$ cat src/fmsp_defines.vh
// Register offsets, field positions, reset values and divider counts of the serial port.
// Assumes inclusion by bare name from the serial port design files.
`ifndef FMSP_DEFINES_VH
`define FMSP_DEFINES_VH
`define FMSP_ADDR_CTRL 8'h98
`define FMSP_ADDR_BUF 8'h99
`define FMSP_ADDR_PWR 8'h87
`define FMSP_ADDR_TIMER_MODE_REGISTER 8'h89
`define FMSP_ADDR_T1RL 8'h8D
`define FMSP_ADDR_TIMER2_CONTROL 8'hC8
`define FMSP_ADDR_CAPL 8'hCA
`define FMSP_ADDR_CAPH 8'hCB
`define FMSP_BIT_MODE_HI 7
`define FMSP_BIT_MODE_LO 6
`define FMSP_BIT_MP 5
`define FMSP_BIT_REN 4
`define FMSP_BIT_TB8 3
`define FMSP_BIT_RB8 2
`define FMSP_BIT_TI 1
`define FMSP_BIT_RI 0
`define FMSP_BIT_RATE_DOUBLING_BIT 7
`define FMSP_BIT_TIMER2_RATE_CLOCK_SELECT 5
`define FMSP_RST_BYTE 8'h00
`define FMSP_RST_CAP 16'h0000
`define FMSP_MODE0 2'h0
`define FMSP_MODE1 2'h1
`define FMSP_MODE2 2'h2
`define FMSP_MODE3 2'h3
`define FMSP_M0_LAST 4'hB
`define FMSP_M0_RISE 4'h6
`define FMSP_M0_LAST_BIT 3'h7
`define FMSP_T1_PRE_LAST 4'hB
`define FMSP_T1_AUTO 4'h2
`define FMSP_T1_TOP 8'hFF
`define FMSP_T2_TOP 16'hFFFF
`define FMSP_M2_LAST_SLOW 2'h3
`define FMSP_M2_LAST_FAST 2'h1
`define FMSP_SUB_LAST 4'hF
`define FMSP_SUB_MID 4'h7
`define FMSP_NBITS_8 4'hA
`define FMSP_NBITS_9 4'hB
`endif

$ cat src/fmsp_baud.v
// Bit-rate generator: one-cycle tick at sixteen times the asynchronous bit rate.
// Assumes the fixed-rate select and all settings come from the same clock domain.
`include "fmsp_defines.vh"
module fmsp_baud (
  input wire i_mclk,
  input wire i_reset_n,
  input wire i_fixed,
  input wire i_rate_doubling_bit,
  input wire i_t2sel,
  input wire [3:0] i_t1_mode,
  input wire [7:0] i_t1_reload,
  input wire [15:0] i_t2_reload,
  output reg o_tick
);
  reg [1:0] m2_cnt_reg;
  reg [3:0] t1_pre_reg;
  reg [7:0] t1_cnt_reg;
  reg t1_half_reg;
  reg t2_pre_reg;
  reg [15:0] t2_cnt_reg;
  wire m2_last = (m2_cnt_reg == (i_rate_doubling_bit ? `FMSP_M2_LAST_FAST : `FMSP_M2_LAST_SLOW));
  wire t1_step = (t1_pre_reg == `FMSP_T1_PRE_LAST) && (i_t1_mode == `FMSP_T1_AUTO);
  wire t1_ovf = t1_step && (t1_cnt_reg == `FMSP_T1_TOP);
  wire t2_ovf = t2_pre_reg && (t2_cnt_reg == `FMSP_T2_TOP);

  always @(posedge i_mclk or negedge i_reset_n) begin
    if (!i_reset_n) begin
      m2_cnt_reg <= 2'h0;
      t1_pre_reg <= 4'h0;
      t1_cnt_reg <= `FMSP_RST_BYTE;
      t1_half_reg <= 1'b0;
      t2_pre_reg <= 1'b0;
      t2_cnt_reg <= `FMSP_RST_CAP;
      o_tick <= 1'b0;
    end else begin
      m2_cnt_reg <= m2_last ? 2'h0 : m2_cnt_reg + 2'h1;
      t1_pre_reg <= (t1_pre_reg == `FMSP_T1_PRE_LAST) ? 4'h0 : t1_pre_reg + 4'h1;
      // Timer 1 waits at its reload value unless it is the bit-rate source; Timer 2 waits whenever it is not selected.
      // Without this the first period after selection could run the whole counter range.
      if (i_fixed || i_t2sel) begin
        t1_cnt_reg <= i_t1_reload;
      end else if (t1_ovf) begin
        t1_cnt_reg <= i_t1_reload;
        t1_half_reg <= ~t1_half_reg;
      end else if (t1_step) begin
        t1_cnt_reg <= t1_cnt_reg + 8'h01;
      end
      t2_pre_reg <= ~t2_pre_reg;
      if (!i_t2sel) begin
        t2_cnt_reg <= i_t2_reload;
      end else if (t2_ovf) begin
        t2_cnt_reg <= i_t2_reload;
      end else if (t2_pre_reg) begin
        t2_cnt_reg <= t2_cnt_reg + 16'h0001;
      end
      if (i_fixed) begin
        o_tick <= m2_last;
      end else if (i_t2sel) begin
        o_tick <= t2_ovf;
      end else begin
        o_tick <= t1_ovf && (i_rate_doubling_bit || t1_half_reg);
      end
    end
  end
endmodule // fmsp_baud

$ cat src/fmsp_sync.v
// Two-flop synchroniser for the receive-data pin.
// Assumes an idle-high line, so both flops reset to one.
module fmsp_sync (
  input wire i_mclk,
  input wire i_reset_n,
  input wire i_async,
  output reg o_sync
);
  reg meta_reg;

  always @(posedge i_mclk or negedge i_reset_n) begin
    if (!i_reset_n) begin
      meta_reg <= 1'b1;
      o_sync <= 1'b1;
    end else begin
      meta_reg <= i_async;
      o_sync <= meta_reg;
    end
  end
endmodule // fmsp_sync

$ cat src/fmsp_top.v
// Four-mode serial port: register file, shift-register mode engine and asynchronous engines.
// Assumes a single-cycle register port on i_mclk and an asynchronous receive-data pin.
//
// Strobed register access is this design's own decision.
`include "fmsp_defines.vh"
// Contract
// - Transmit and receive run together; one received byte buffered, overrun loses the new byte.
// - Buffer write loads transmitter; buffer read returns separate receive register.
// - Mode 0 shifts eight bits LSB first on data pin, clock out at osc/12.
// - Mode 1 character: start 0, eight data bits LSB first, stop 1.
// - Modes 2/3: start, eight data, ninth bit, stop; ninth received, stop ignored.
// - Mode 2 rate is osc/64, or osc/32 with rate doubling set.
// - Any buffer write starts a transmission in every mode.
// - Mode 0 receives when flag clear and enabled; others on start bit if enabled.
// - Modes 2/3 with filter set: receive flag only when ninth bit is 1.
// - Mode 1 with filter set: receive flag only on a valid stop bit.
// - Control bits 7:6 select modes 0 to 3.
// - Transmit flag set after eighth bit (mode 0) or at stop start; software clears.
// - Receive flag set after eighth bit (mode 0) or mid stop; software clears.
// - Mode 1 without filter stores stop bit as received ninth bit.
// - Timer 1 rate is two to doubling bit over 32 times its overflow rate.
// - Timer 1 auto-reload mode overflows every 12 times (256 minus reload) clocks.
// - Clock-select bit picks Timer 2; each roll-over reloads from capture pair.
// - Timer 2 counts at osc/2, giving osc over 32 times (65536 minus reload).
module fmsp_top (
  input wire i_mclk,
  input wire i_reset_n,
  input wire [7:0] i_addr,
  input wire [7:0] i_wdata,
  input wire i_wr,
  input wire i_rd,
  output reg [7:0] o_rdata,
  input wire i_rxd,
  output reg o_rxd,
  output reg o_rxd_oe_n,
  output reg o_txd
);
  // Character length in bit times, start and stop bits included.
  function [3:0] fmsp_nbits;
    input [1:0] mode;
    begin
      fmsp_nbits = (mode == `FMSP_MODE1) ? `FMSP_NBITS_8 : `FMSP_NBITS_9;
    end
  endfunction

  reg [1:0] mode_reg;
  reg mp_reg;
  reg ren_reg;
  reg tb8_reg;
  reg rb8_reg;
  reg ti_reg;
  reg ri_reg;
  reg [7:0] rx_buf_reg;
  reg rate_doubling_bit_reg;
  reg [7:0] timer_mode_register_reg;
  reg [7:0] t1_reload_reg;
  reg t2sel_reg;
  reg [15:0] cap_reg;

  reg tx_busy_reg;
  reg [10:0] tx_shift_reg;
  reg [3:0] tx_bit_reg;
  reg [3:0] tx_sub_reg;

  reg rx_busy_reg;
  reg [3:0] rx_sub_reg;
  reg [3:0] rx_bit_reg;
  reg [8:0] rx_shift_reg;
  reg rx_prev_reg;

  reg m0_busy_reg;
  reg m0_rx_reg;
  reg [3:0] m0_phase_reg;
  reg [2:0] m0_bit_reg;
  reg [7:0] m0_shift_reg;

  reg [7:0] rd_next;
  wire rxd_s;
  wire tick;

  wire wr_ctrl = i_wr && (i_addr == `FMSP_ADDR_CTRL);
  wire wr_buf = i_wr && (i_addr == `FMSP_ADDR_BUF);
  wire async = (mode_reg != `FMSP_MODE0);
  wire mode1 = (mode_reg == `FMSP_MODE1);
  wire [3:0] nbits = fmsp_nbits(mode_reg);

  fmsp_sync u_sync (
    .i_mclk(i_mclk),
    .i_reset_n(i_reset_n),
    .i_async(i_rxd),
    .o_sync(rxd_s)
  );

  fmsp_baud u_baud (
    .i_mclk(i_mclk),
    .i_reset_n(i_reset_n),
    .i_fixed(mode_reg == `FMSP_MODE2),
    .i_rate_doubling_bit(rate_doubling_bit_reg),
    .i_t2sel(t2sel_reg),
    .i_t1_mode(timer_mode_register_reg[7:4]),
    .i_t1_reload(t1_reload_reg),
    .i_t2_reload(cap_reg),
    .o_tick(tick)
  );

  // Asynchronous transmitter.
  // A buffer write while a character is going out restarts it from its start bit.
  wire tx_bit_end = tx_busy_reg && tick && (tx_sub_reg == `FMSP_SUB_LAST);
  wire ti_set_async = tx_bit_end && (tx_bit_reg == nbits - 4'h2);
  wire tx_ninth = mode1 ? 1'b1 : tb8_reg;

  always @(posedge i_mclk or negedge i_reset_n) begin
    if (!i_reset_n) begin
      tx_busy_reg <= 1'b0;
      tx_shift_reg <= 11'h7FF;
      tx_bit_reg <= 4'h0;
      tx_sub_reg <= 4'h0;
    end else if (wr_buf && async) begin
      tx_busy_reg <= 1'b1;
      tx_shift_reg <= {1'b1, tx_ninth, i_wdata, 1'b0};
      tx_bit_reg <= 4'h0;
      tx_sub_reg <= 4'h0;
    end else if (tx_busy_reg && tick) begin
      tx_sub_reg <= tx_sub_reg + 4'h1;
      if (tx_bit_end) begin
        tx_shift_reg <= {1'b1, tx_shift_reg[10:1]};
        tx_bit_reg <= tx_bit_reg + 4'h1;
        if (tx_bit_reg == nbits - 4'h1) begin
          tx_busy_reg <= 1'b0;
        end
      end
    end
  end

  // Asynchronous receiver, sampling each bit at its middle tick.
  wire rx_mid = rx_busy_reg && tick && (rx_sub_reg == `FMSP_SUB_MID);
  wire rx_done = rx_mid && (rx_bit_reg == nbits - 4'h1);
  wire rx_flag_bit = mode1 ? rxd_s : rx_shift_reg[8];
  wire [7:0] rx_data = mode1 ? rx_shift_reg[8:1] : rx_shift_reg[7:0];
  wire rx_accept = !ri_reg && (!mp_reg || rx_flag_bit);
  wire rx_load_async = rx_done && rx_accept;
  // A falling edge on the synchronised pin while idle is taken as a start bit.
  wire rx_start = !rx_busy_reg && async && ren_reg && rx_prev_reg && !rxd_s;

  always @(posedge i_mclk or negedge i_reset_n) begin
    if (!i_reset_n) begin
      rx_busy_reg <= 1'b0;
      rx_sub_reg <= 4'h0;
      rx_bit_reg <= 4'h0;
      rx_shift_reg <= 9'h000;
      rx_prev_reg <= 1'b1;
    end else begin
      rx_prev_reg <= rxd_s;
      if (rx_start) begin
        rx_busy_reg <= 1'b1;
        rx_sub_reg <= 4'h0;
        rx_bit_reg <= 4'h0;
      end else if (!async) begin
        rx_busy_reg <= 1'b0;
      end else if (rx_busy_reg && tick) begin
        rx_sub_reg <= rx_sub_reg + 4'h1;
        if (rx_sub_reg == `FMSP_SUB_LAST) begin
          rx_bit_reg <= rx_bit_reg + 4'h1;
        end
        if (rx_mid) begin
          if ((rx_bit_reg == 4'h0) && rxd_s) begin
            // A start bit that is high at its middle was a glitch.
            rx_busy_reg <= 1'b0;
          end else if (rx_done) begin
            rx_busy_reg <= 1'b0;
          end else if (rx_bit_reg != 4'h0) begin
            rx_shift_reg <= {rxd_s, rx_shift_reg[8:1]};
          end
        end
      end
    end
  end

  // Shift-register mode: twelve clocks per bit, clock high in the second half.
  wire m0_bit_end = m0_busy_reg && (m0_phase_reg == `FMSP_M0_LAST);
  wire m0_end = m0_bit_end && (m0_bit_reg == `FMSP_M0_LAST_BIT);
  wire ti_set_m0 = m0_end && !m0_rx_reg;
  wire rx_load_m0 = m0_end && m0_rx_reg && !ri_reg;
  // Mode 0 reception restarts by itself as soon as software clears the receive flag.
  wire m0_rx_start = !async && !m0_busy_reg && ren_reg && !ri_reg && !wr_buf;

  always @(posedge i_mclk or negedge i_reset_n) begin
    if (!i_reset_n) begin
      m0_busy_reg <= 1'b0;
      m0_rx_reg <= 1'b0;
      m0_phase_reg <= 4'h0;
      m0_bit_reg <= 3'h0;
      m0_shift_reg <= 8'hFF;
    end else if (wr_buf && !async) begin
      m0_busy_reg <= 1'b1;
      m0_rx_reg <= 1'b0;
      m0_phase_reg <= 4'h0;
      m0_bit_reg <= 3'h0;
      m0_shift_reg <= i_wdata;
    end else if (m0_rx_start) begin
      m0_busy_reg <= 1'b1;
      m0_rx_reg <= 1'b1;
      m0_phase_reg <= 4'h0;
      m0_bit_reg <= 3'h0;
    end else if (async) begin
      m0_busy_reg <= 1'b0;
    end else if (m0_busy_reg) begin
      m0_phase_reg <= m0_bit_end ? 4'h0 : m0_phase_reg + 4'h1;
      if (m0_bit_end) begin
        // Input is sampled at the end of the clock-high half, after synchroniser delay.
        if (m0_rx_reg) begin
          m0_shift_reg <= {rxd_s, m0_shift_reg[7:1]};
        end else begin
          m0_shift_reg <= {1'b1, m0_shift_reg[7:1]};
        end
        m0_bit_reg <= m0_bit_reg + 3'h1;
        if (m0_end) begin
          m0_busy_reg <= 1'b0;
        end
      end
    end
  end

  // Control, flags and rate settings; a hardware set wins over a same-cycle clear.
  always @(posedge i_mclk or negedge i_reset_n) begin
    if (!i_reset_n) begin
      mode_reg <= `FMSP_MODE0;
      mp_reg <= 1'b0;
      ren_reg <= 1'b0;
      tb8_reg <= 1'b0;
      rb8_reg <= 1'b0;
      ti_reg <= 1'b0;
      ri_reg <= 1'b0;
      rx_buf_reg <= `FMSP_RST_BYTE;
      rate_doubling_bit_reg <= 1'b0;
      timer_mode_register_reg <= `FMSP_RST_BYTE;
      t1_reload_reg <= `FMSP_RST_BYTE;
      t2sel_reg <= 1'b0;
      cap_reg <= `FMSP_RST_CAP;
    end else begin
      if (wr_ctrl) begin
        mode_reg <= {i_wdata[`FMSP_BIT_MODE_HI], i_wdata[`FMSP_BIT_MODE_LO]};
        mp_reg <= i_wdata[`FMSP_BIT_MP];
        ren_reg <= i_wdata[`FMSP_BIT_REN];
        tb8_reg <= i_wdata[`FMSP_BIT_TB8];
      end
      if (ti_set_async || ti_set_m0) begin
        ti_reg <= 1'b1;
      end else if (wr_ctrl) begin
        ti_reg <= i_wdata[`FMSP_BIT_TI];
      end
      if (rx_load_async || rx_load_m0) begin
        ri_reg <= 1'b1;
        // In Mode 0 the eighth bit shifts in on this same edge, so it comes from the pin.
        rx_buf_reg <= rx_load_m0 ? {rxd_s, m0_shift_reg[7:1]} : rx_data;
      end else if (wr_ctrl) begin
        ri_reg <= i_wdata[`FMSP_BIT_RI];
      end
      if (rx_load_async) begin
        rb8_reg <= rx_flag_bit;
      end else if (wr_ctrl) begin
        rb8_reg <= i_wdata[`FMSP_BIT_RB8];
      end
      if (i_wr && (i_addr == `FMSP_ADDR_PWR)) begin
        rate_doubling_bit_reg <= i_wdata[`FMSP_BIT_RATE_DOUBLING_BIT];
      end
      if (i_wr && (i_addr == `FMSP_ADDR_TIMER_MODE_REGISTER)) begin
        timer_mode_register_reg <= i_wdata;
      end
      if (i_wr && (i_addr == `FMSP_ADDR_T1RL)) begin
        t1_reload_reg <= i_wdata;
      end
      if (i_wr && (i_addr == `FMSP_ADDR_TIMER2_CONTROL)) begin
        t2sel_reg <= i_wdata[`FMSP_BIT_TIMER2_RATE_CLOCK_SELECT];
      end
      if (i_wr && (i_addr == `FMSP_ADDR_CAPL)) begin
        cap_reg[7:0] <= i_wdata;
      end
      if (i_wr && (i_addr == `FMSP_ADDR_CAPH)) begin
        cap_reg[15:8] <= i_wdata;
      end
    end
  end

  // Read decode; unmapped addresses read zero.
  always @* begin
    rd_next = 8'h00;
    case (i_addr)
      `FMSP_ADDR_CTRL: begin
        rd_next = {mode_reg, mp_reg, ren_reg, tb8_reg, rb8_reg, ti_reg, ri_reg};
      end
      `FMSP_ADDR_BUF: begin
        rd_next = rx_buf_reg;
      end
      `FMSP_ADDR_PWR: begin
        rd_next = {rate_doubling_bit_reg, 7'h00};
      end
      `FMSP_ADDR_TIMER_MODE_REGISTER: begin
        rd_next = timer_mode_register_reg;
      end
      `FMSP_ADDR_T1RL: begin
        rd_next = t1_reload_reg;
      end
      `FMSP_ADDR_TIMER2_CONTROL: begin
        rd_next = {2'h0, t2sel_reg, 5'h00};
      end
      `FMSP_ADDR_CAPL: begin
        rd_next = cap_reg[7:0];
      end
      `FMSP_ADDR_CAPH: begin
        rd_next = cap_reg[15:8];
      end
      default: begin
        rd_next = 8'h00;
      end
    endcase
  end

  // Registered outputs: read data and pins.
  always @(posedge i_mclk or negedge i_reset_n) begin
    if (!i_reset_n) begin
      o_rdata <= 8'h00;
      o_txd <= 1'b1;
      o_rxd <= 1'b1;
      o_rxd_oe_n <= 1'b1;
    end else begin
      o_rdata <= i_rd ? rd_next : 8'h00;
      if (async) begin
        o_txd <= tx_busy_reg ? tx_shift_reg[0] : 1'b1;
        o_rxd <= 1'b1;
        o_rxd_oe_n <= 1'b1;
      end else begin
        // The shift clock is low in the first half of each bit, when the data changes.
        o_txd <= m0_busy_reg ? (m0_phase_reg >= `FMSP_M0_RISE) : 1'b1;
        o_rxd <= m0_shift_reg[0];
        o_rxd_oe_n <= !(m0_busy_reg && !m0_rx_reg);
      end
    end
  end
endmodule // fmsp_top

$ cat config.mk
export PLATFORM = sky130hd
export DESIGN_NAME = fmsp_top
export DESIGN_NICKNAME = d
export VERILOG_FILES = /design/src/fmsp_baud.v /design/src/fmsp_sync.v /design/src/fmsp_top.v
export VERILOG_INCLUDE_DIRS = /design/src
export SDC_FILE = /design/constraint.sdc
export NUM_CORES = 1
export LEC_CHECK = 0
export BUFFER_PORTS_ARGS = -buffer_cell sky130_fd_sc_hd__buf_2
export CORE_ASPECT_RATIO = 0.75
export CORE_MARGIN = 10
export CORE_UTILIZATION = 40
export CTS_CLUSTER_DIAMETER = 30
export DETAILED_ROUTE_END_ITERATION = 8
export MAX_ROUTING_LAYER = met4
export PLACE_DENSITY_LB_ADDON = 0.25
export SLEW_MARGIN = 20
export SYNTH_ARGS = -nofsm -noshare
export SYNTH_HDL_FRONTEND = slang
export SYNTH_SLANG_ARGS = --single-unit
$ cat constraint.sdc
create_clock -name i_mclk -period 3.49 [get_ports i_mclk]
set_clock_uncertainty 0.1 [all_clocks]
set_input_delay 0.1745 -clock i_mclk [delete_from_list [all_inputs] [get_ports i_mclk]]
set_output_delay 0.1745 -clock i_mclk [all_outputs]
set_load 0.02 [all_outputs]
* Word-level counts from Yosys, hierarchy flattened
Cells that the tools add are included.
** Word-level totals
- Input port bits :: 21
- Register bits after elaboration :: 152
- Logic and storage cells :: 247
- Output and inout port bits :: 11
** Cells by class
- Equal/unequal tests :: 30
- Reductions and logical operators :: 79
- Bitwise gates (word level) :: 6
- Multiplexer cells :: 78
- Add/sub/neg operators :: 12
- Magnitude comparators :: 1
** Operator list (count)
- 2-to-1 mux 8 bit :: 12
- == test 8 bit (second input constant) :: 9
- 2-to-1 mux 4 bit :: 18
- one-hot mux 8 bit (8 select lines) :: 1
- 2-to-1 mux 16 bit :: 3
- logical AND 1 bit :: 37
- 2-to-1 mux 1 bit :: 34
- 2-to-1 mux 11 bit :: 3
- nonzero test 2 bit :: 13
- adder 4 x 1 -> 4 bit (second input constant) :: 6
- adder 16 x 1 -> 16 bit (second input constant) :: 1
- == test 16 bit (second input constant) :: 1
- == test 4 bit (second input constant) :: 4
- 2-to-1 mux 3 bit :: 5
- == test 4 bit :: 3
- != test 3 x 1 -> 1 bit (second input constant) :: 4
- AND reduction 3 bit :: 4
- logical NOT 1 bit :: 9
- nonzero test 3 bit :: 3
- adder 8 x 1 -> 8 bit (second input constant) :: 1
- AND reduction 2 bit :: 4
- AND reduction 7 bit :: 1
- inverter 1 bit :: 6
- logical OR 1 bit :: 5
- other kinds (17) :: 19

* Depth between registers and ports, before layout
Gate-level depths: netlist of run 1.
- Depth after elaboration :: 11
- Depth in mapped cells :: 9
- Gate-level depth less buffers :: 6

* Modules after synthesis
A second synthesis of run 1 with hierarchy kept.
** Second synthesis, totals
- Cell total of the unflattened synthesis :: 720
- Area total of the unflattened synthesis :: 7828.8 um2
** By module, submodules not included
- fmsp_top :: area each 5748.0 um2, instances 1, sequential area each 2930.3 um2, cells an instance 502
- fmsp_baud :: area each 2028.2 um2, instances 1, sequential area each 825.8 um2, cells an instance 216
- fmsp_sync :: area each 52.6 um2, instances 1, sequential area each 52.6 um2, cells an instance 2

* Worst setup path after synthesis of run 1
No wires, ideal clock.
- Path kind :: register -> register
- Start :: register mode_reg[1]
- End :: register rx_shift_reg[0]
- Path buffers :: 3
- Path slack :: 1.371 ns
- Setup time :: 0.125 ns
- Data required time :: 3.265 ns
- Arrival :: 1.894 ns
- Period minus slack after synthesis :: 2.119 ns
- Stages on the path, launching flop included :: 9
- Path through :: dfrtp_1 -> buf_6 -> nand2b_4 -> buf_6 -> a21oi_4 -> nor3b_4 -> or4_4 -> buf_6 -> mux2_4
** On the way
- Word-level cells in the longest chain between the ends :: 7
- Elaborated cells between the ends (all ways) :: 13
- Those cells by class :: add/sub (1); eq/ne (2); mux (1); bitwise (2); reduce/logical (7)
** RTL lines
- start: declaration :: line fmsp_top.v:46 : reg [1:0] mode_reg;
- start signal: assignment :: line fmsp_top.v:227 : mode_reg <= `FMSP_MODE0;
- start signal: assignment :: line fmsp_top.v:242 : mode_reg <= {i_wdata[`FMSP_BIT_MODE_HI], i_wdata[`FMSP_BIT_MODE_LO]};
- == test 2 x 1 -> 1 bit (no source line) or nonzero test 2 bit (tied branches)
- 2-to-1 mux 1 bit (no source line) or logical AND 1 bit (tied branches)
- subtractor 4 x 1 -> 4 bit or logical AND 1 bit (tied branches) :: line fmsp_top.v:137, fmsp_top.v:143
- == test 4 bit or logical AND 1 bit (tied branches) :: line fmsp_top.v:137, fmsp_top.v:143
- logical AND 1 bit, on equally long branches :: line fmsp_top.v:137, fmsp_top.v:143
- inverter 1 bit (no source line)
- AND reduction 7 bit (no source line) *
- end signal: assignment :: line fmsp_top.v:172 : rx_shift_reg <= {rxd_s, rx_shift_reg[8:1]};
- end: declaration :: line fmsp_top.v:68 : reg [8:0] rx_shift_reg;
Every way passes the cells marked *; elsewhere a longest branch is shown, timed or not.
A chain may end at the register's enable or synchronous reset.

* Worst setup path after layout of run 1
- Start :: register mode_reg[1]
- End :: register rx_buf_reg[4]
** On the way
- Word-level cells in the longest chain between the ends :: 7
- Elaborated cells between the ends (all ways) :: 12
- Those cells by class :: add/sub (1); eq/ne (2); mux (4); reduce/logical (5)
** RTL lines
- == test 2 x 1 -> 1 bit (no source line) *
- 2-to-1 mux 1 bit (no source line)
- subtractor 4 x 1 -> 4 bit :: line fmsp_top.v:137 : wire rx_done = rx_mid && (rx_bit_reg == nbits - 4'h1);
- == test 4 bit :: line fmsp_top.v:137
- logical AND 1 bit :: line fmsp_top.v:137
- logical AND 1 bit :: line fmsp_top.v:141 : wire rx_load_async = rx_done && rx_accept;
- logical OR 1 bit :: line fmsp_top.v:252 : if (rx_load_async || rx_load_m0) begin
- end signal: assignment :: line fmsp_top.v:234 : rx_buf_reg <= `FMSP_RST_BYTE;
- end signal: assignment :: line fmsp_top.v:255 : rx_buf_reg <= rx_load_m0 ? {rxd_s, m0_shift_reg[7:1]} : rx_data;
- end: declaration :: line fmsp_top.v:53 : reg [7:0] rx_buf_reg;
Marks and branches as above.

==> impl_results.md, run 1 <==
* Path depth of the worst reg2reg path at 5
* Internal power component at 3.23 mW
* Result of the run: finished clean
* Net count of the finished layout at 771
* Sequential share of the synthesized area at 49.8%
* Power dissipated by switching net loads at 1.10 mW
* Storage cell area at 3810 um^2
* Clock transition time at the flip-flop clock pins of the worst setup and hold paths at 0.06 ns
* Most utilized layer in the global route result: met2
* H-Tree Depth at 4
* Post-synthesis to final-layout area growth at 13.7%
* Fraction of met2 tracks used by global routing at 21.9%
* Post-synthesis sequential element count at 151
* Global-route track usage on met3 at 2.46%
* GRT Overall Usage at 15.4%
* Met1 Usage GRT at 21.5%
* Mean Syn Cell Area at 10.9 um^2
* DRC violation count after routing at 0
* Shortest clock period the worst path allows after layout at 2.51 ns
* Asr flop ratio synth at 100%
* Via count of the first global-routing pass at 5,575
* Clock net sink count at 151
* Max cap viols at 0
* Type of element capturing the critical path: flop
* Count of yosys warnings during synthesis at 0
* Relative slew slack at 30.0%
* Clock tree from TritonCTS: yes
* Initial antenna violation count at 0
* Buffers inserted by post-CTS timing repair at 0
* Total power per unit cell area at 498 nW/um^2
* CTS Root Cell: clkbuf_16
* Hold path cells at 3
* Final Non-Filler Cells at 998
* Drt first-iter violations at 501
* Final HPWL from detailed placement at 13.1 mm
* Power share of the sequential group at 47.4%
* Placed cell count at 956
* Leakage power at 3.77 nW
* Setup violation total in the final timing report at 0
* Die Span X at 180 um
* Highest achievable clock rate at 0.399 GHz
* Source-to-sink clock delay at the later pin of the worst-skew pair at 0.43 ns
* Number of enable-type register cells in the synthesized netlist at 0
* Pin count of the biggest net entering global routing at 92
* Setup repair after global routing missed its margin: false
* Core area at 18,600 um^2
* Total area of multi-input combinational cells at 3640 um^2
* Vias after detailed routing at 5,731
* Count of input and output buffers at 31
* Yosys cell types at 74
* Effective utilization at floorplan at 41.1%
* Combinational share of power at 10.2%
* Leftover overflow at the end of global routing at 0
* Number of detailed-route iterations in the first pass at 5
* Setup crit start kind: flop
* Number of nets produced by synthesis at 737
* # resized after CTS at 0
* Peak VDD IR at 0.284 mV
* Number of instances in the synthesized netlist at 704
* Remaining antenna violation count after routing at 0
* DR WL/cell at 18.6 um
* Clock tree buffer depth at 2
* Hold-fix buffers at CTS at 10
* Actual slew at the worst max-slew pin at 1.04 ns
* Via density per instance at 5.74
* First-pass GRT wire length at 30.6 mm
* Setup TNS at 0 ns
* CP Max Fanout at 17
* Switching share of power at 25.5%
* Hold Violations, Final at 0
* Final GP Congestion at 0.915
* Layout filler cell count at 1,755
* Tightest Hold Check Type: in2reg
* Worst endpoint required time at 3.68 ns
* Antenna cell count at 0
* Total chip power at 4.33 mW
* Final worst-path cycle share at 71.8%
* Routed Wire Length at 18.6 mm
* Proportion of layout cells with a drive suffix above 1 at 23.0%
* Flip-flop cell with the highest count after synthesis: dfrtp_1
* Slew Viols, Final at 0
* Number of top-level pins at 32
* DIE HEIGHT at 140 um
* Area of the die at 25,100 um^2
* Clock network fraction of total power at 42.4%
* Critical path class: reg2reg
* Area of the mapped netlist at 7640 um^2
* Worst Path Arrival at 2.70 ns
* TritonCTS Buffers at 17
* Number of core rows at 43
[cell usage in the layout (no fill, tap or decap), types with 17 or more instances in the layout]
master / Yosys / routed
dfrtp_1: 127 / 127
buf_2: 10 / 30
o21ai_0: 41 / 41
mux2i_1: 41 / 41
dfstp_2: 24 / 24
nand2_1: 72 / 72
clkbuf_16: 0 / 17
nand3_1: 24 / 24
a21oi_1: 23 / 23
mux2_2: 42 / 42
nor2_1: 44 / 44
[routing by layer]
layer  vias to the layer above  wire (um)
met5                         -          0
met4                         0        265
met3                        22       1020
met2                       157       8180
met1                      2884       9140
li1                       2668          -
[worst paths after layout]
kind                                         to            start  slack [ns]
worst min-delay path            tx_shift_reg[5]       i_wdata[4]       0.007
max in group asynchronous       tx_shift_reg[0]        i_reset_n        2.09
worst max-delay path              rx_buf_reg[4]      mode_reg[1]        0.98
min in group asynchronous       m0_phase_reg[3]        i_reset_n        0.29
worst min register to register    u_sync.o_sync  u_sync.meta_reg        0.26
worst max register to register    rx_buf_reg[4]      mode_reg[1]        0.98
[layout make-up]
cell class	count	area share (%)
Sequential cell	151	43.8
Multi-Input combinational cell	511	41.9
Clock buffer	24	5.65
Tap cell	247	3.55
Timing Repair Buffer	45	3.50
Clock inverter	8	1.09
Inverter	12	0.518
[kinds of logic after synthesis]
logic type               share of synthesized area (%)
AO/OA/AOI/OAI                                     13.0
XOR/XNOR                                          1.95
adder cells (fa/ha/maj)                           1.96
buffers and inverters                             2.54
flip-flops                                        49.8
multiplexers                                      13.3
AND/OR/NAND/NOR                                   17.4
[through the flow]
stage          util (%)  setup slack, ns  hold WS (ns)  cell area, um^2
6_report           46.7            0.984       0.00677             8700
5_1_grt            46.7            0.768        0.0284             8700
4_1_cts            46.7             1.00       0.00437             8700
3_5_place_dp       43.0             1.06         0.183             8010
3_3_place_gp       43.0             1.14         0.182             8010
2_1_floorplan         -             1.37        -0.221             7640
[critical path, stage by stage (launching register included)]
cell	delay [ns]
dfrtp_1	0.49
nand2b_4	0.33
mux2i_1	0.16
a211oi_2	0.90
a31o_2	0.29
o21ai_0	0.10
[synthesized netlist by cell type (4+ instances only)]
cell	n	area share (%)
ha_1	12	2.0
mux2_2	42	6.2
xnor2_1	6	0.69
xor2_1	11	1.3
o21ai_0	41	2.7
mux2_4	9	1.8
a21oi_1	23	1.5
or3_1	5	0.41
a31oi_1	7	0.57
nand3_1	24	1.6
nor2_1	44	2.2
nor2b_1	8	0.65
o22ai_1	9	0.74
a22oi_1	8	0.79
a221o_1	4	0.52
buf_2	10	0.65
nand4_1	11	0.90
inv_1	12	0.59
nand2_1	72	3.5
a31o_2	10	1.1
nor3b_1	13	1.3
nor4_1	5	0.41
a21o_1	4	0.39
dfrtp_1	127	42
and3_1	10	0.82
nand2b_1	6	0.49
dfstp_2	24	8.2
nor3_1	8	0.52
clkbuf_1	15	0.74
a311oi_1	4	0.46
mux2i_1	41	5.4
or2_2	4	0.33
a221oi_1	6	0.69
and4_1	4	0.46
and2_1	6	0.49
[power groups by stage]
stage | logic (mW) | clock network, mW | registers, mW
after detailed placement | 0.437 | 0 | 2.08
final | 0.443 | 1.84 | 2.05
after global routing | 0.510 | 1.96 | 2.07
after global placement | 0.416 | 0 | 2.07
after floorplan | 0.308 | 0 | 2.03
after CTS | 0.450 | 1.87 | 2.05
Note: power is estimated with default switching activity, not from simulation.
==> run 2, diff against run 1 <==
==> constraint.sdc (replaced) <==
create_clock -name i_mclk -period 2.3 [get_ports i_mclk]
set_clock_uncertainty 0.1 [all_clocks]
set_input_delay 0.115 -clock i_mclk [delete_from_list [all_inputs] [get_ports i_mclk]]
set_output_delay 0.115 -clock i_mclk [all_outputs]
set_load 0.02 [all_outputs]
==> run 2 against run 1 <==
Effect of this change:
- utilization is 1.4 points higher
- largest cell class unchanged
- register-to-register slack worse by 0.83 ns
- fmax is 17% higher
- via count is 2.1% higher
- first-iteration DRC count is 3.0% lower
- total power is 55% higher
- global-route usage hardly changed
- die area stayed put
- routed wire length is 2.1% higher
- count of clock-buffer cells in the layout stayed put
==> impl_results.md, run 2 (synthesized netlist as in run 1, its figures left out) <==
* CTS Root Cell: clkbuf_16
* Post-layout util at 48.1% (+1.4 points)
* Source-to-sink clock delay at the later pin of the worst-skew pair at 0.42 ns (about the same)
* Total power per unit cell area at 749 nW/um^2 (+50%)
* Worst endpoint required time at 2.50 ns (-1.18 ns)
* Most common cell after layout, fill and taps aside: dfrtp_1
* Initial antenna violation count at 0 (unchanged)
* Final Non-Filler Cells at 1,027 (+2.9%)
* Fin worst setup slack at 0.155 ns (-0.829 ns)
* Max cap viols at 0 (unchanged)
* DR WL/cell at 18.5 um (-0.74%)
* Setup violation total in the final timing report at 0 (unchanged)
* Drt first-iter violations at 486 (-3.0%)
* Peak VDD IR at 0.526 mV (+85%)
* Setup repair after global routing missed its margin: false
* Proportion of layout cells with a drive suffix above 1 at 25.6% (+2.6 points)
* Routed Wire Length at 19.0 mm (+2.1%)
* Shortest clock period the worst path allows after layout at 2.15 ns (-0.361 ns)
* Total chip power at 6.71 mW (+55%)
* Vias after detailed routing at 5,851 (+2.1%)
* Via density per instance at 5.70 (-0.79%)
* Die Span X at 180 um (unchanged)
* Clock tree from TritonCTS: yes
* Pre-CTS setup slack at 0.159 ns (-0.898 ns)
* Hold Violations, Final at 0 (unchanged)
* DIE HEIGHT at 140 um (unchanged)
* Slew Viols, Final at 0 (unchanged)
* Leakage power at 3.92 nW (+4.1%)
* Core area at 18,600 um^2 (unchanged)
* Worst Path Arrival at 2.35 ns (-0.35 ns)
* Effective utilization at floorplan at 41.1% (unchanged)
* Type of element capturing the critical path: flop
* Actual slew at the worst max-slew pin at 0.809 ns (-0.234 ns)
* Final worst-path cycle share at 93.3% (+21 points)
* Final Instance Area at 8960 um^2 (+3.0%)
* Final HPWL from detailed placement at 13.5 mm (+3.1%)
* Number of top-level pins at 32 (unchanged)
* Highest achievable clock rate at 0.466 GHz (+17%)
* Buffers inserted by post-CTS timing repair at 0 (unchanged)
* Relative slew slack at 45.6% (+16 points)
* Final GP Congestion at 0.902 (-1.5%)
* Via count of the first global-routing pass at 5,762 (+3.4%)
* Fraction of met2 tracks used by global routing at 22.9% (+1.0 points)
* TritonCTS Buffers at 17 (unchanged)
* Global-route track usage on met3 at 3.55% (+1.1 points)
* GRT Overall Usage at 15.4% (about the same)
* Tightest Hold Check Type: in2reg
* Setup crit start kind: flop
* CP Max Fanout at 14 (-3)
* Clock net sink count at 151 (unchanged)
* Most utilized layer in the global route result: met2
* Critical path class: reg2reg
* DRC violation count after routing at 0 (unchanged)
* Result of the run: finished clean
* Placed cell count at 983 (+2.8%)
* Number of detailed-route iterations in the first pass at 5 (unchanged)
* Min Hold Slack at 0.0776 ns (+0.0709 ns)
* Layout filler cell count at 1,715 (-2.3%)
* First-pass GRT wire length at 30.9 mm (+0.81%)
* Clock transition time at the flip-flop clock pins of the worst setup and hold paths at 0.06 ns (about the same)
* H-Tree Depth at 4 (unchanged)
* Number of core rows at 43 (unchanged)
* Clock tree buffer depth at 2 (unchanged)
* Area after DPL at 8220 um^2 (+2.7%)
* Post-synthesis to final-layout area growth at 17.2%
* Met1 Usage GRT at 20.8% (-0.70 points)
* Count of input and output buffers at 31 (unchanged)
* Net count of the finished layout at 800 (+3.8%)
* Setup TNS at 0 ns (unchanged)
* Antenna cell count at 0 (unchanged)
* Pin count of the biggest net entering global routing at 60 (-35%)
* Leftover overflow at the end of global routing at 0 (unchanged)
* Remaining antenna violation count after routing at 0 (unchanged)
* Area of the die at 25,100 um^2 (unchanged)
* Top library cells by usage in the layout, fill and taps aside: dfrtp_1, nand2_1, nor2_1
## run 2: critical path, cell delays in order, from the launching register on
cell and delay, ns:
dfrtp_1 0.41, ha_1 0.23, and4_1 0.21, nand3_1 0.15, o31a_2 0.45, a21o_1 0.20
a221o_1 0.29
## run 2: layout make-up
| type | instances | area, um^2 | share of cell area (%) |
|---|---|---|---|
| clock buffers | 24 | 482 | 5.38 |
| clock inverters | 8 | 120 | 1.34 |
| well taps | 247 | 309 | 3.45 |
| multi-input cells | 511 | 3650 | 40.8 |
| repair buffers | 74 | 539 | 6.02 |
| inverters | 12 | 45.0 | 0.503 |
| flip-flops and latches | 151 | 3810 | 42.5 |
## run 2: path summary, 6_finish.rpt
kind,start,to,slack [ns],cells after the start
setup / recovery,u_baud.t2_cnt_reg[0],u_baud.t2_cnt_reg[8],0.15,6
hold / removal,i_addr[3],rate_doubling_bit_reg,0.08,4
setup reg to reg,u_baud.t2_cnt_reg[0],u_baud.t2_cnt_reg[8],0.15,6
hold reg to reg,u_sync.meta_reg,u_sync.o_sync,0.26,0
max in group asynchronous,i_reset_n,u_baud.t1_cnt_reg[6],1.22,3
min in group asynchronous,i_reset_n,m0_bit_reg[0],0.15,2
## run 2: power breakdown
part	switching (mW)	total, mW	leakage, nW	internal (mW)
sequential	0.217	3.11	1.90	2.89
combinational	0.385	0.714	1.73	0.329
clock	1.10	2.89	0.290	1.79
## run 2: metal layers
metal  up-vias  part of all wire [%]
met1      2977                    48
met2       136                    46
met3        13                   5.3
li1       2725                     -
met4         0                  0.82
met5         -                     0
## run 2: timing repair
item,in CTS,in global routing
gates resized for setup,0,2
endpoints found under the hold margin,76,0
setup endpoints to repair,0,1
hold buffers,12,0
